===== config.mk =====
export PLATFORM = sky130hd
export DESIGN_NAME = wwrf_top
export DESIGN_NICKNAME = d
export VERILOG_FILES = /design/src/verilog/wwrf_pkg.sv /design/src/verilog/wwrf_top.sv
export SDC_FILE = /design/constraint.sdc
export NUM_CORES = 1
export LEC_CHECK = 0
export ABC_AREA = 0
export BUFFER_PORTS_ARGS = -buffer_cell sky130_fd_sc_hd__buf_2
export CAP_MARGIN = 25
export CELL_PAD_IN_SITES_DETAIL_PLACEMENT = 0
export CELL_PAD_IN_SITES_GLOBAL_PLACEMENT = 1
export CORE_UTILIZATION = 42
export CTS_BUF_LIST = sky130_fd_sc_hd__clkbuf_8
export DETAILED_ROUTE_END_ITERATION = 12
export PLACE_DENSITY_LB_ADDON = 0.1
export SYNTH_ARGS = -nofsm -noshare
export SYNTH_HDL_FRONTEND = slang
export SYNTH_SLANG_ARGS = --single-unit

===== constraint.sdc =====
create_clock -name ref_clk -period 3 [get_ports ref_clk]
set_input_delay 0.3 -clock ref_clk [delete_from_list [all_inputs] [get_ports ref_clk]]
set_output_delay 0.3 -clock ref_clk [all_outputs]
set_load 0.01 [all_outputs]

===== src/verilog/wwrf_pkg.sv =====
`default_nettype none
package wwrf_pkg;
  localparam logic [15:0] STATUS_DATA_ADDR = 16'h0054;
  localparam logic [15:0] IO_SPACE_SHIFT = 16'h0020;
  localparam logic [15:0] STATUS_IO_ADDR = STATUS_DATA_ADDR - IO_SPACE_SHIFT;
  localparam logic [15:0] CTRL_DATA_ADDR = 16'h0060;
  localparam logic [7:0] STATUS_RESET = 8'h01;
  localparam logic [7:0] CTRL_RESET = 8'h00;
  // reset_cause_status bits
  localparam int SCAN_BIT = 4;
  localparam int DOG_BIT = 3;
  localparam int BROWN_BIT = 2;
  localparam int PIN_BIT = 1;
  localparam int POWER_BIT = 0;
  // watchdog_control_status bits
  localparam int IRQ_FLAG_BIT = 7;
  localparam int IRQ_EN_BIT = 6;
  localparam int TSEL_HI_BIT = 5;
  localparam int UNLOCK_BIT = 4;
  localparam int RST_EN_BIT = 3;
  // change window in system clock cycles
  localparam logic [2:0] UNLOCK_CYCLES = 3'h4;
  localparam logic [3:0] TSEL_LAST = 4'h9;
  localparam int CNT_W = 21;
  // watchdog oscillator rate, for reference
  localparam int OSC_HZ = 128000;
endpackage
`default_nettype wire


===== src/verilog/wwrf_top.sv =====
// Summary of operation
// - scan-chain reset sets status bit 4; power-on or written zero clears it.
// - watchdog reset sets status bit 3; power-on or written zero clears it.
// - brown-out reset sets status bit 2; power-on or written zero clears it.
// - pin reset sets status bit 1; power-on or written zero clears it.
// - power-on sets status bit 0; only a written zero clears it.
// - time-out in interrupt operation sets bit 7; vector or written one clears.
// - interrupt request needs flag, enable bit 6 and cpu global enable.
// - combined mode vector taken clears enable and flag, leaving reset mode.
// - combined mode, unserviced flag at next time-out gives system reset.
// - unprogrammed always-on: reset/irq enables select stop, irq, reset, both.
// - programmed always-on forces system reset on every time-out.
// - clear reset enable or change prescaler only in four-cycle unlock window.
// - reset enable reads one while the watchdog cause bit is set.
// - prescaler 2048 cycles doubling per code to 1048576; codes above reserved.
// - status register at data offset 0x54 and io offset 0x34.
// - control register at 0x60, data space only.
// - count watchdog oscillator cycles, act when time-out reached.
// - kick restarts the counter from zero.
// - programmed always-on holds reset enable one and irq enable zero.
`default_nettype none
module wwrf_top #(
  parameter int BASE_CYCLES = 2048
) (
  input wire logic ref_clk,
  input wire logic rst_n,
  input wire logic [15:0] cpu_addr,
  input wire logic cpu_io_space,
  input wire logic cpu_we,
  input wire logic cpu_re,
  input wire logic [7:0] cpu_wdata,
  output logic [7:0] cpu_rdata,
  input wire logic cpu_global_irq_en,
  input wire logic dog_vector_taken,
  input wire logic dog_kick,
  input wire logic always_on_setting,
  input wire logic wdt_osc,
  input wire logic pin_reset_event,
  input wire logic brownout_event,
  input wire logic scan_reset_event,
  output logic dog_irq_req,
  output logic dog_sys_reset
);

  logic [4:0] status_reg, status_next;
  logic irq_flag_reg, irq_flag_next;
  logic irq_en_reg, irq_en_next;
  logic rst_en_reg, rst_en_next;
  logic [3:0] tsel_reg, tsel_next;
  logic [2:0] unlock_reg, unlock_next;
  logic [wwrf_pkg::CNT_W-1:0] cnt_reg, cnt_next;
  logic osc_s1_reg, osc_s2_reg, osc_s3_reg;
  logic sys_rst_reg, sys_rst_next;
  logic [7:0] rdata_reg, rdata_next;

  logic forced, rst_en_eff, irq_en_eff, unlocked, tick, timeout;
  logic wr_status, wr_ctrl, rd_status, rd_ctrl, any_reset;
  logic [7:0] ctrl_view;

  // time-out length in oscillator cycles; reserved codes take the longest
  function automatic logic [wwrf_pkg::CNT_W-1:0] tmo_limit(
      input logic [3:0] code);
    logic [wwrf_pkg::CNT_W-1:0] base;
    base = wwrf_pkg::CNT_W'(BASE_CYCLES);
    if (code > wwrf_pkg::TSEL_LAST) begin
      tmo_limit = base << wwrf_pkg::TSEL_LAST;
    end else begin
      tmo_limit = base << code;
    end
  endfunction

  function automatic logic status_hit(input logic [15:0] a,
                                      input logic io);
    status_hit = io ? (a == wwrf_pkg::STATUS_IO_ADDR)
                    : (a == wwrf_pkg::STATUS_DATA_ADDR);
  endfunction

  assign forced = ~always_on_setting;
  // the cause bit pins the enable high so a failing system keeps resetting
  assign rst_en_eff = rst_en_reg | status_reg[wwrf_pkg::DOG_BIT] | forced;
  assign irq_en_eff = irq_en_reg & ~forced;
  assign unlocked = unlock_reg != 3'h0;
  // a rising edge is taken from the second and third synchroniser stages
  assign tick = osc_s2_reg & ~osc_s3_reg;
  assign wr_status = cpu_we & status_hit(cpu_addr, cpu_io_space);
  assign rd_status = cpu_re & status_hit(cpu_addr, cpu_io_space);
  assign wr_ctrl = cpu_we & ~cpu_io_space &
                   (cpu_addr == wwrf_pkg::CTRL_DATA_ADDR);
  assign rd_ctrl = cpu_re & ~cpu_io_space &
                   (cpu_addr == wwrf_pkg::CTRL_DATA_ADDR);
  assign any_reset = pin_reset_event | brownout_event | scan_reset_event |
                     sys_rst_reg;
  assign timeout = tick & (rst_en_eff | irq_en_eff) &
                   (cnt_reg + 1'b1 >= tmo_limit(tsel_reg));
  assign ctrl_view = {irq_flag_reg, irq_en_eff, tsel_reg[3], unlocked,
                      rst_en_eff, tsel_reg[2:0]};
  assign dog_irq_req = irq_flag_reg & irq_en_eff & cpu_global_irq_en;
  assign dog_sys_reset = sys_rst_reg;
  assign cpu_rdata = rdata_reg;

  always_comb begin
    status_next = status_reg;
    irq_flag_next = irq_flag_reg;
    irq_en_next = irq_en_reg;
    rst_en_next = rst_en_reg;
    tsel_next = tsel_reg;
    unlock_next = unlocked ? unlock_reg - 3'h1 : unlock_reg;
    cnt_next = cnt_reg;
    sys_rst_next = 1'b0;
    rdata_next = rdata_reg;

    if (rd_status) begin
      rdata_next = {3'h0, status_reg};
    end else if (rd_ctrl) begin
      rdata_next = ctrl_view;
    end

    // writing zero clears, writing one leaves a flag alone
    if (wr_status) begin
      status_next = status_reg & cpu_wdata[4:0];
    end

    if (wr_ctrl) begin
      if (cpu_wdata[wwrf_pkg::IRQ_FLAG_BIT]) begin
        irq_flag_next = 1'b0;
      end
      irq_en_next = cpu_wdata[wwrf_pkg::IRQ_EN_BIT];
      if (unlocked) begin
        rst_en_next = cpu_wdata[wwrf_pkg::RST_EN_BIT];
        tsel_next = {cpu_wdata[wwrf_pkg::TSEL_HI_BIT], cpu_wdata[2:0]};
      end else begin
        rst_en_next = rst_en_reg | cpu_wdata[wwrf_pkg::RST_EN_BIT];
      end
      if (cpu_wdata[wwrf_pkg::UNLOCK_BIT]) begin
        unlock_next = wwrf_pkg::UNLOCK_CYCLES;
      end
    end

    if (dog_vector_taken) begin
      irq_flag_next = 1'b0;
      if (rst_en_eff) begin
        irq_en_next = 1'b0;
      end
    end

    if (!(rst_en_eff | irq_en_eff)) begin
      cnt_next = '0;
    end else if (dog_kick) begin
      cnt_next = '0;
    end else if (timeout) begin
      cnt_next = '0;
    end else if (tick) begin
      cnt_next = cnt_reg + 1'b1;
    end

    // hardware sets after any clear above, so only the reset clear below can drop a set
    if (timeout) begin
      if (forced) begin
        sys_rst_next = 1'b1;
      end else if (irq_en_eff && rst_en_eff && irq_flag_reg) begin
        sys_rst_next = 1'b1;
      end else if (irq_en_eff) begin
        irq_flag_next = 1'b1;
      end else begin
        sys_rst_next = 1'b1;
      end
    end

    // a system reset reinitialises the control side, not the causes
    if (any_reset) begin
      irq_flag_next = 1'b0;
      irq_en_next = 1'b0;
      rst_en_next = 1'b0;
      tsel_next = 4'h0;
      unlock_next = 3'h0;
      cnt_next = '0;
    end
    if (sys_rst_reg) begin
      status_next[wwrf_pkg::DOG_BIT] = 1'b1;
    end
    if (pin_reset_event) begin
      status_next[wwrf_pkg::PIN_BIT] = 1'b1;
    end
    if (brownout_event) begin
      status_next[wwrf_pkg::BROWN_BIT] = 1'b1;
    end
    if (scan_reset_event) begin
      status_next[wwrf_pkg::SCAN_BIT] = 1'b1;
    end
  end

  always_ff @(posedge ref_clk) begin
    if (!rst_n) begin
      status_reg <= wwrf_pkg::STATUS_RESET[4:0];
      irq_flag_reg <= wwrf_pkg::CTRL_RESET[wwrf_pkg::IRQ_FLAG_BIT];
      irq_en_reg <= wwrf_pkg::CTRL_RESET[wwrf_pkg::IRQ_EN_BIT];
      rst_en_reg <= wwrf_pkg::CTRL_RESET[wwrf_pkg::RST_EN_BIT];
      tsel_reg <= 4'h0;
      unlock_reg <= 3'h0;
      cnt_reg <= '0;
      osc_s1_reg <= 1'b0;
      osc_s2_reg <= 1'b0;
      osc_s3_reg <= 1'b0;
      sys_rst_reg <= 1'b0;
      rdata_reg <= 8'h00;
    end else begin
      status_reg <= status_next;
      irq_flag_reg <= irq_flag_next;
      irq_en_reg <= irq_en_next;
      rst_en_reg <= rst_en_next;
      tsel_reg <= tsel_next;
      unlock_reg <= unlock_next;
      cnt_reg <= cnt_next;
      osc_s1_reg <= wdt_osc;
      osc_s2_reg <= osc_s1_reg;
      osc_s3_reg <= osc_s2_reg;
      sys_rst_reg <= sys_rst_next;
      rdata_reg <= rdata_next;
    end
  end

endmodule
`default_nettype wire


==> impl_metrics.ini, run 1 <==
[outcome]
outcome = finished clean

[final_layout]
synthToLayoutAreaGrowth_pct = 17.5
design_area_sq_um = 3130
seqCellArea_sq_um = 962
antenna_cells = 0
drive_gt1_share_pct = 22.3
nNetsFinal = 409
largest_reg_flops = 21
multi_input_area_sq_um = 1650
n_fill_cell = 588

[clock_network]
cts_buffer_depth = 2
hold_buffers = 0
clk_latency_ps = 310
cts.reportedPaths.clkPinSlew_ps = 100
cts_root_buf = clkbuf_8
h-tree-depth = 2
cts_tree = yes
cts.sinks = 48
cts_made_buffers = 5

[die]
die_area_sq_um = 6660
ios = 47
die_x_microns = 81.6
fp.coreArea_sq_um = 6030
initial_core_util_pct = 44.2
num_rows = 28
die_h_microns = 81.6

[worst_setup_path]
critPathMaxStageDelay_ps = 420
crit_fanout = 21
cp_cell_sequence = nand4_4 -> or2_4 -> nor3_4 -> nand3_1 -> xnor2_1 -> ha_1 -> a211oi_1 -> o211ai_1 -> o21bai_2 -> nand2_1 -> buf_12 -> nor2_1
start_kind = register
cp-endpoint = cnt_reg[13]$_SDFFE_PP0P_
reg2reg_to = cnt_reg[13]$_SDFFE_PP0P_
reg2regPathDepth = 12
crit_path_start = cnt_reg[4]$_SDFFE_PP0P_
reg2reg_slack_ps = 270
critPathRequiredTime_ps = 3240
r2r-start = cnt_reg[4]$_SDFFE_PP0P_
arrival_ps = 2970
cp-end-kind = register
critical-path-slowest-cell = dfxtp_1
path_class = reg -> reg

[logic_synthesis]
synthCells = 304
yosys_warnings = 0
async_flop_share_pct = 0
synth_cell_type_count = 43
netlist_area_sq_um = 2660
yosysTopAreaCellShare_pct = 36.1
synthesis.nets = 355
synth_area_per_cell_sq_um = 8.76
synth_edf_count = 0
yosys-top-cells-area = dfxtp_1, ha_1, nor2_1
synth-seq-area-share_pct = 36.1
ys.flop_type = dfxtp_1
yosys.area.top_type = dfxtp_1
ys_ff_latch = 48

[global_routing]
grt_use_total_pct = 18.4
grt_pass1_vias = 2119
grt_pass1_wl_mm = 9.43
grt_max_degree = 22
antenna_found_initial = 0
grt_use_met2_pct = 32.1
grt_util_met3_pct = 4.44
grt_use_met1_pct = 22.1
grt-ovfl-total = 0
gr-max-usage-layer = met2

[route]
num_vias = 2179
ant_nets = 0
avgRoutedWirePerCell_microns = 12.7
drt_wl_total_mm = 5.52
drtIter0Drc = 67
via_per_inst = 5.02
first_pass_iters = 4
route.detailed.drc = 0

[power]
powerDensity_nw_per_um2 = 358
irDropWorstVdd_uv = 209
p_leak_nw = 1.25

[sta]
slew_headroom_pct = 72.5
fmax_mhz = 366
tns_ps = 0
skew_ps = 16.5
period_needed_ps = 2730
rsz0062_at_grt = false
worst_pin_slew_ps = 409
hold_viol = 0
finalCritPeriodShare_pct = 91.1
final-setup-viol-count = 0
slew_violations = 0

[placed_design]
placed_cell_area_sq_um = 3030
gp_congestion = 0.765
dpl.hpwl_mm = 4.27
portBuffers = 46

[hold_path]
hold_class = in -> reg

[run]
maxCapViolations = 0
## cell usage in the layout (no fill, tap or decap), types with 9 or more instances in the layout
cell type,synthesis,routed
ha_1,14,14
mux2i_1,9,9
xor2_1,14,14
o21ai_0,15,15
dfxtp_1,48,47
nand4_1,9,9
nand3_1,16,16
nor2_1,40,40
nand2_1,39,39
a21oi_1,14,14
xnor2_1,17,17
buf_2,4,46
## synthesized netlist by cell type, types with 2 or more instances
| cell | instances |
|---|---|
| xnor2_1 | 17 |
| and3_1 | 3 |
| nand2b_1 | 2 |
| nor2b_1 | 5 |
| and2b_1 | 2 |
| a211oi_1 | 3 |
| o211ai_1 | 2 |
| nor2_1 | 40 |
| ha_1 | 14 |
| a21oi_1 | 14 |
| buf_2 | 4 |
| and2_1 | 3 |
| mux2i_1 | 9 |
| and4_1 | 3 |
| a211o_1 | 2 |
| nor3_4 | 2 |
| nand4_1 | 9 |
| o21ai_0 | 15 |
| xor2_1 | 14 |
| inv_1 | 6 |
| nand3_1 | 16 |
| dfxtp_1 | 48 |
| nand2_1 | 39 |
| nor4_4 | 4 |
| or3b_2 | 2 |
| a221oi_1 | 2 |
| clkbuf_1 | 3 |
| nor3_1 | 4 |
| nand3b_1 | 3 |
## critical path: cells and delay by family (launching register included)
kind	cells	cell delay, ps
simple gates	6	1020
compound gates	3	580
flops	1	420
fa+ha+maj	1	320
buf+inv	1	170
xor+xnor	1	140
## worst min-delay path by stage
stage                                from                       end  slack (ps)  cells after the start
finish                   dog_vector_taken     irq_en_reg$_SDFF_PP0_         200                      2
global placement    osc_s1_reg$_SDFF_PN0_     osc_s2_reg$_SDFF_PN0_         420                      1
floorplan                    cpu_wdata[4]  unlock_reg[0]$_SDFF_PP0_         390                      1
global route                      wdt_osc     osc_s1_reg$_SDFF_PN0_         190                      2
CTS                      dog_vector_taken     irq_en_reg$_SDFF_PP0_         180                      2
detailed placement  osc_s1_reg$_SDFF_PN0_     osc_s2_reg$_SDFF_PN0_         420                      1
## what timing repair did
item / 4_1_cts / 5_1_grt
setup endpoints to repair: 0 / 21
buffers inserted: 0 / 0
endpoints found under the hold margin: 0 / 0
resized for setup: 0 / 2
## where the power goes
group | switching (mW) | internal (mW)
Clock | 0.230 | 0.189
Combinational | 0.0302 | 0.0275
Sequential | 0.00214 | 0.641
## metrics by stage
stage | cells | hold slack, ps | power, mW | setup WS [ps] | utilization, %
after floorplan | 304 | 393 | 0.679 | 393 | -
final | 434 | 199 | 1.12 | 267 | 51.9
after global routing | 434 | 195 | 1.17 | 42.0 | 51.9
after CTS | 434 | 185 | 1.14 | 183 | 51.8
after global placement | 426 | 419 | 0.716 | 246 | 50.2
after detailed placement | 426 | 425 | 0.716 | 212 | 50.2
## cell families (layout without fill, tap and decap cells)
logic type               after synthesis  in the layout  share of synthesized area [%]
AO/OA/AOI/OAI                         42             42                           9.35
XOR/XNOR                              31             31                           10.2
adder cells (fa/ha/maj)               14             14                           6.58
buffers and inverters                 13             68                           2.02
flip-flops                            48             48                           36.1
multiplexers                           9              9                           3.38
AND/OR/NAND/NOR                      147            147                           32.4
## routing by layer
layer / routed length (microns) / vias up
met5: 0 / -
met4: 26 / 0
met3: 216 / 2
met2: 2610 / 43
met1: 2660 / 975
li1: - / 1159
## cell type report
| class | count | area share (%) |
|---|---|---|
| flip-flops and latches | 48 | 30.7 |
| well taps | 75 | 3.00 |
| multi-input cells | 243 | 52.8 |
| clock buffers | 6 | 2.64 |
| inverters | 6 | 0.720 |
| clock inverters | 2 | 0.440 |
| repair buffers | 54 | 9.68 |
(Power assumes the default switching activity.)
==> inputs of run 2 (changes only) <==
Settings changed: ABC_AREA 0 to 1.
Clock period 3 ns to 3.29 ns, I/O delays scaled along.
==> run 2 against run 1 <==
Maximum frequency shrank 3.1%. Sequential power shrank 8.7%. Synthesized area grew 11%. Critical endpoint is now cnt_reg[2]$_SDFFE_PP0P_. Highest routed layer unchanged.
==> impl_metrics.ini, run 2 <==
[power]
pwr-share-clk_pct = 40.1
combPwrFrac_pct = 5.5
netSwitchingFraction_pct = 22.7
p_seq_share_pct = 54.4
power_switching_uw = 245
p_leak_nw = 1.50
power.total_mw = 1.08
irDropWorstVdd_uv = 188
powerDensity_nw_per_um2 = 319
p_int_uw = 833

[clock_network]
cts_resized = 0
cts.sinks = 48
cts_root_buf = clkbuf_8
cts.reportedPaths.clkPinSlew_ps = 100
hold_buffers = 0
cts_buffer_depth = 2
h-tree-depth = 2
clk_latency_ps = 310
cts_made_buffers = 5
cts_tree = yes
post_cts_buffers = 0

[placed_design]
portBuffers = 46
place_inst = 584
place_ws_ps = 521
gp_congestion = 0.852
placed_cell_area_sq_um = 3270
dpl.hpwl_mm = 5.67

[sta]
worst_pin_slew_ps = 677
hold_ws_ps = 213
tns_ps = 0
fin_ws_ps = 470
finalCritPeriodShare_pct = 85.7
slew_violations = 0
period_needed_ps = 2820
fmax_mhz = 355
hold_viol = 0
final-setup-viol-count = 0
slew_headroom_pct = 54.8
rsz0062_at_grt = false
skew_ps = 11.2

[die]
die_h_microns = 85.8
die_area_sq_um = 7360
fp.coreArea_sq_um = 6790
num_rows = 30
die_x_microns = 85.8
ios = 47
initial_core_util_pct = 43.4

[logic_synthesis]
yosys_warnings = 0
netlist_area_sq_um = 2950
async_flop_share_pct = 0
synthesis.nets = 499
ys.flop_type = dfxtp_1
yosys-top-cells-area = dfxtp_1, nand2_1, nor2_1
ys_ff_latch = 48
synth-seq-area-share_pct = 32.6
synthCells = 448
yosysMostFrequentCell = nand2_1
yosys.area.top_type = dfxtp_1
synth_edf_count = 0
synth_area_per_cell_sq_um = 6.58
yosysTopAreaCellShare_pct = 32.6
ys_top_cells_by_count = nand2_1, nor2_1, inv_1, dfxtp_1, a21oi_1
synth_cell_type_count = 32

[final_layout]
layout_common_cells = nand2_1, nor2_1, inv_1
final_cells = 592
final_common_cell = nand2_1
drive_gt1_share_pct = 17.3
largest_reg_flops = 21
nNetsFinal = 546
final_util_pct = 49.7
antenna_cells = 0
synthToLayoutAreaGrowth_pct = 14.6
design_area_sq_um = 3380

[route]
num_vias = 2789
avgRoutedWirePerCell_microns = 12.1
route.detailed.drc = 0
drtIter0Drc = 102
via_per_inst = 4.71
first_pass_iters = 4
drt_wl_total_mm = 7.19
ant_nets = 0

[worst_setup_path]
critPathRequiredTime_ps = 3530
start_kind = register
arrival_ps = 3060
crit_fanout = 21
path_class = reg -> reg
cp-end-kind = register

[global_routing]
grt_max_degree = 23
grt_pass1_wl_mm = 12.0
antenna_found_initial = 0
grt_use_total_pct = 20.7
grt_pass1_vias = 2607
grt-ovfl-total = 0

[run]
maxCapViolations = 0

[hold_path]
hold_class = in -> reg

[outcome]
outcome = finished clean
-- run 2: cell types whose count changed after synthesis, moves of 8 or more --
cell,delta
a21oi_1,+14
inv_1,+46
mux2i_1,-9
nand2_1,+86
nand2_2,+8
nor2_1,+30
xnor2_1,-16
-- run 2: layout make-up --
class	instances	area, sq um
Multi-Input combinational cell	338	1740
Clock buffer	5	68.8
Tap cell	96	120
Fill cell	725	3420
Clock inverter	3	38.8
Sequential cell	48	961
Timing Repair Buffer	48	245
Inverter	54	203
-- run 2: per-layer routing --
metal	share of wire [%]	wire, microns	GRT usage (%)	vias up
met5	0	0	0	-
met4	1.9	138	6.67	0
met3	3.1	222	3.27	9
met2	51	3690	38.8	53
met1	44	3140	24.0	1227
li1	-	-	-	1500
-- run 2: cell families after synthesis --
| logic type | count (synthesis) | share of synthesized area [%] |
|---|---|---|
| AO/OA/AOI/OAI | 56 | 9.89 |
| XOR/XNOR | 12 | 4.07 |
| adder cells (fa/ha/maj) | 14 | 5.94 |
| buffers and inverters | 62 | 8.32 |
| flip-flops | 48 | 32.6 |
| AND/OR/NAND/NOR | 256 | 39.2 |
-- run 2: power groups by stage --
stage          Combinational [mW]  Clock [mW]  Sequential (mW)
2_1_floorplan              0.0266           0            0.600
3_3_place_gp               0.0588           0            0.600
3_5_place_dp               0.0594           0            0.600
4_1_cts                    0.0596       0.439            0.586
5_1_grt                    0.0673       0.458            0.587
6_report                   0.0592       0.432            0.587
-- run 2: worst paths after layout --
kind                            from                       to  slack, ps  depth (start not counted)
max          cnt_reg[0]$_SDFFE_PP0P_  cnt_reg[2]$_SDFFE_PP0P_        470                         17
min                          wdt_osc    osc_s1_reg$_SDFF_PN0_        210                          3
max reg2reg  cnt_reg[0]$_SDFFE_PP0P_  cnt_reg[2]$_SDFFE_PP0P_        470                         17
min reg2reg    osc_s2_reg$_SDFF_PN0_    osc_s3_reg$_SDFF_PN0_        420                          2
-- run 2: critical path: stages, from the launching register on --
cell and delay (ps):
dfxtp_1 450, ha_1 360, nand2_2 140, nor2_4 180, nand2_4 80, nor2_4 120
xor2_2 180, ha_1 270, a21oi_1 160, nand2_1 70, nand2_1 60, nand3_1 60
nand2_1 60, nand2_1 60, nand2_1 80, nand2_1 50, buf_4 210, a21oi_1 160
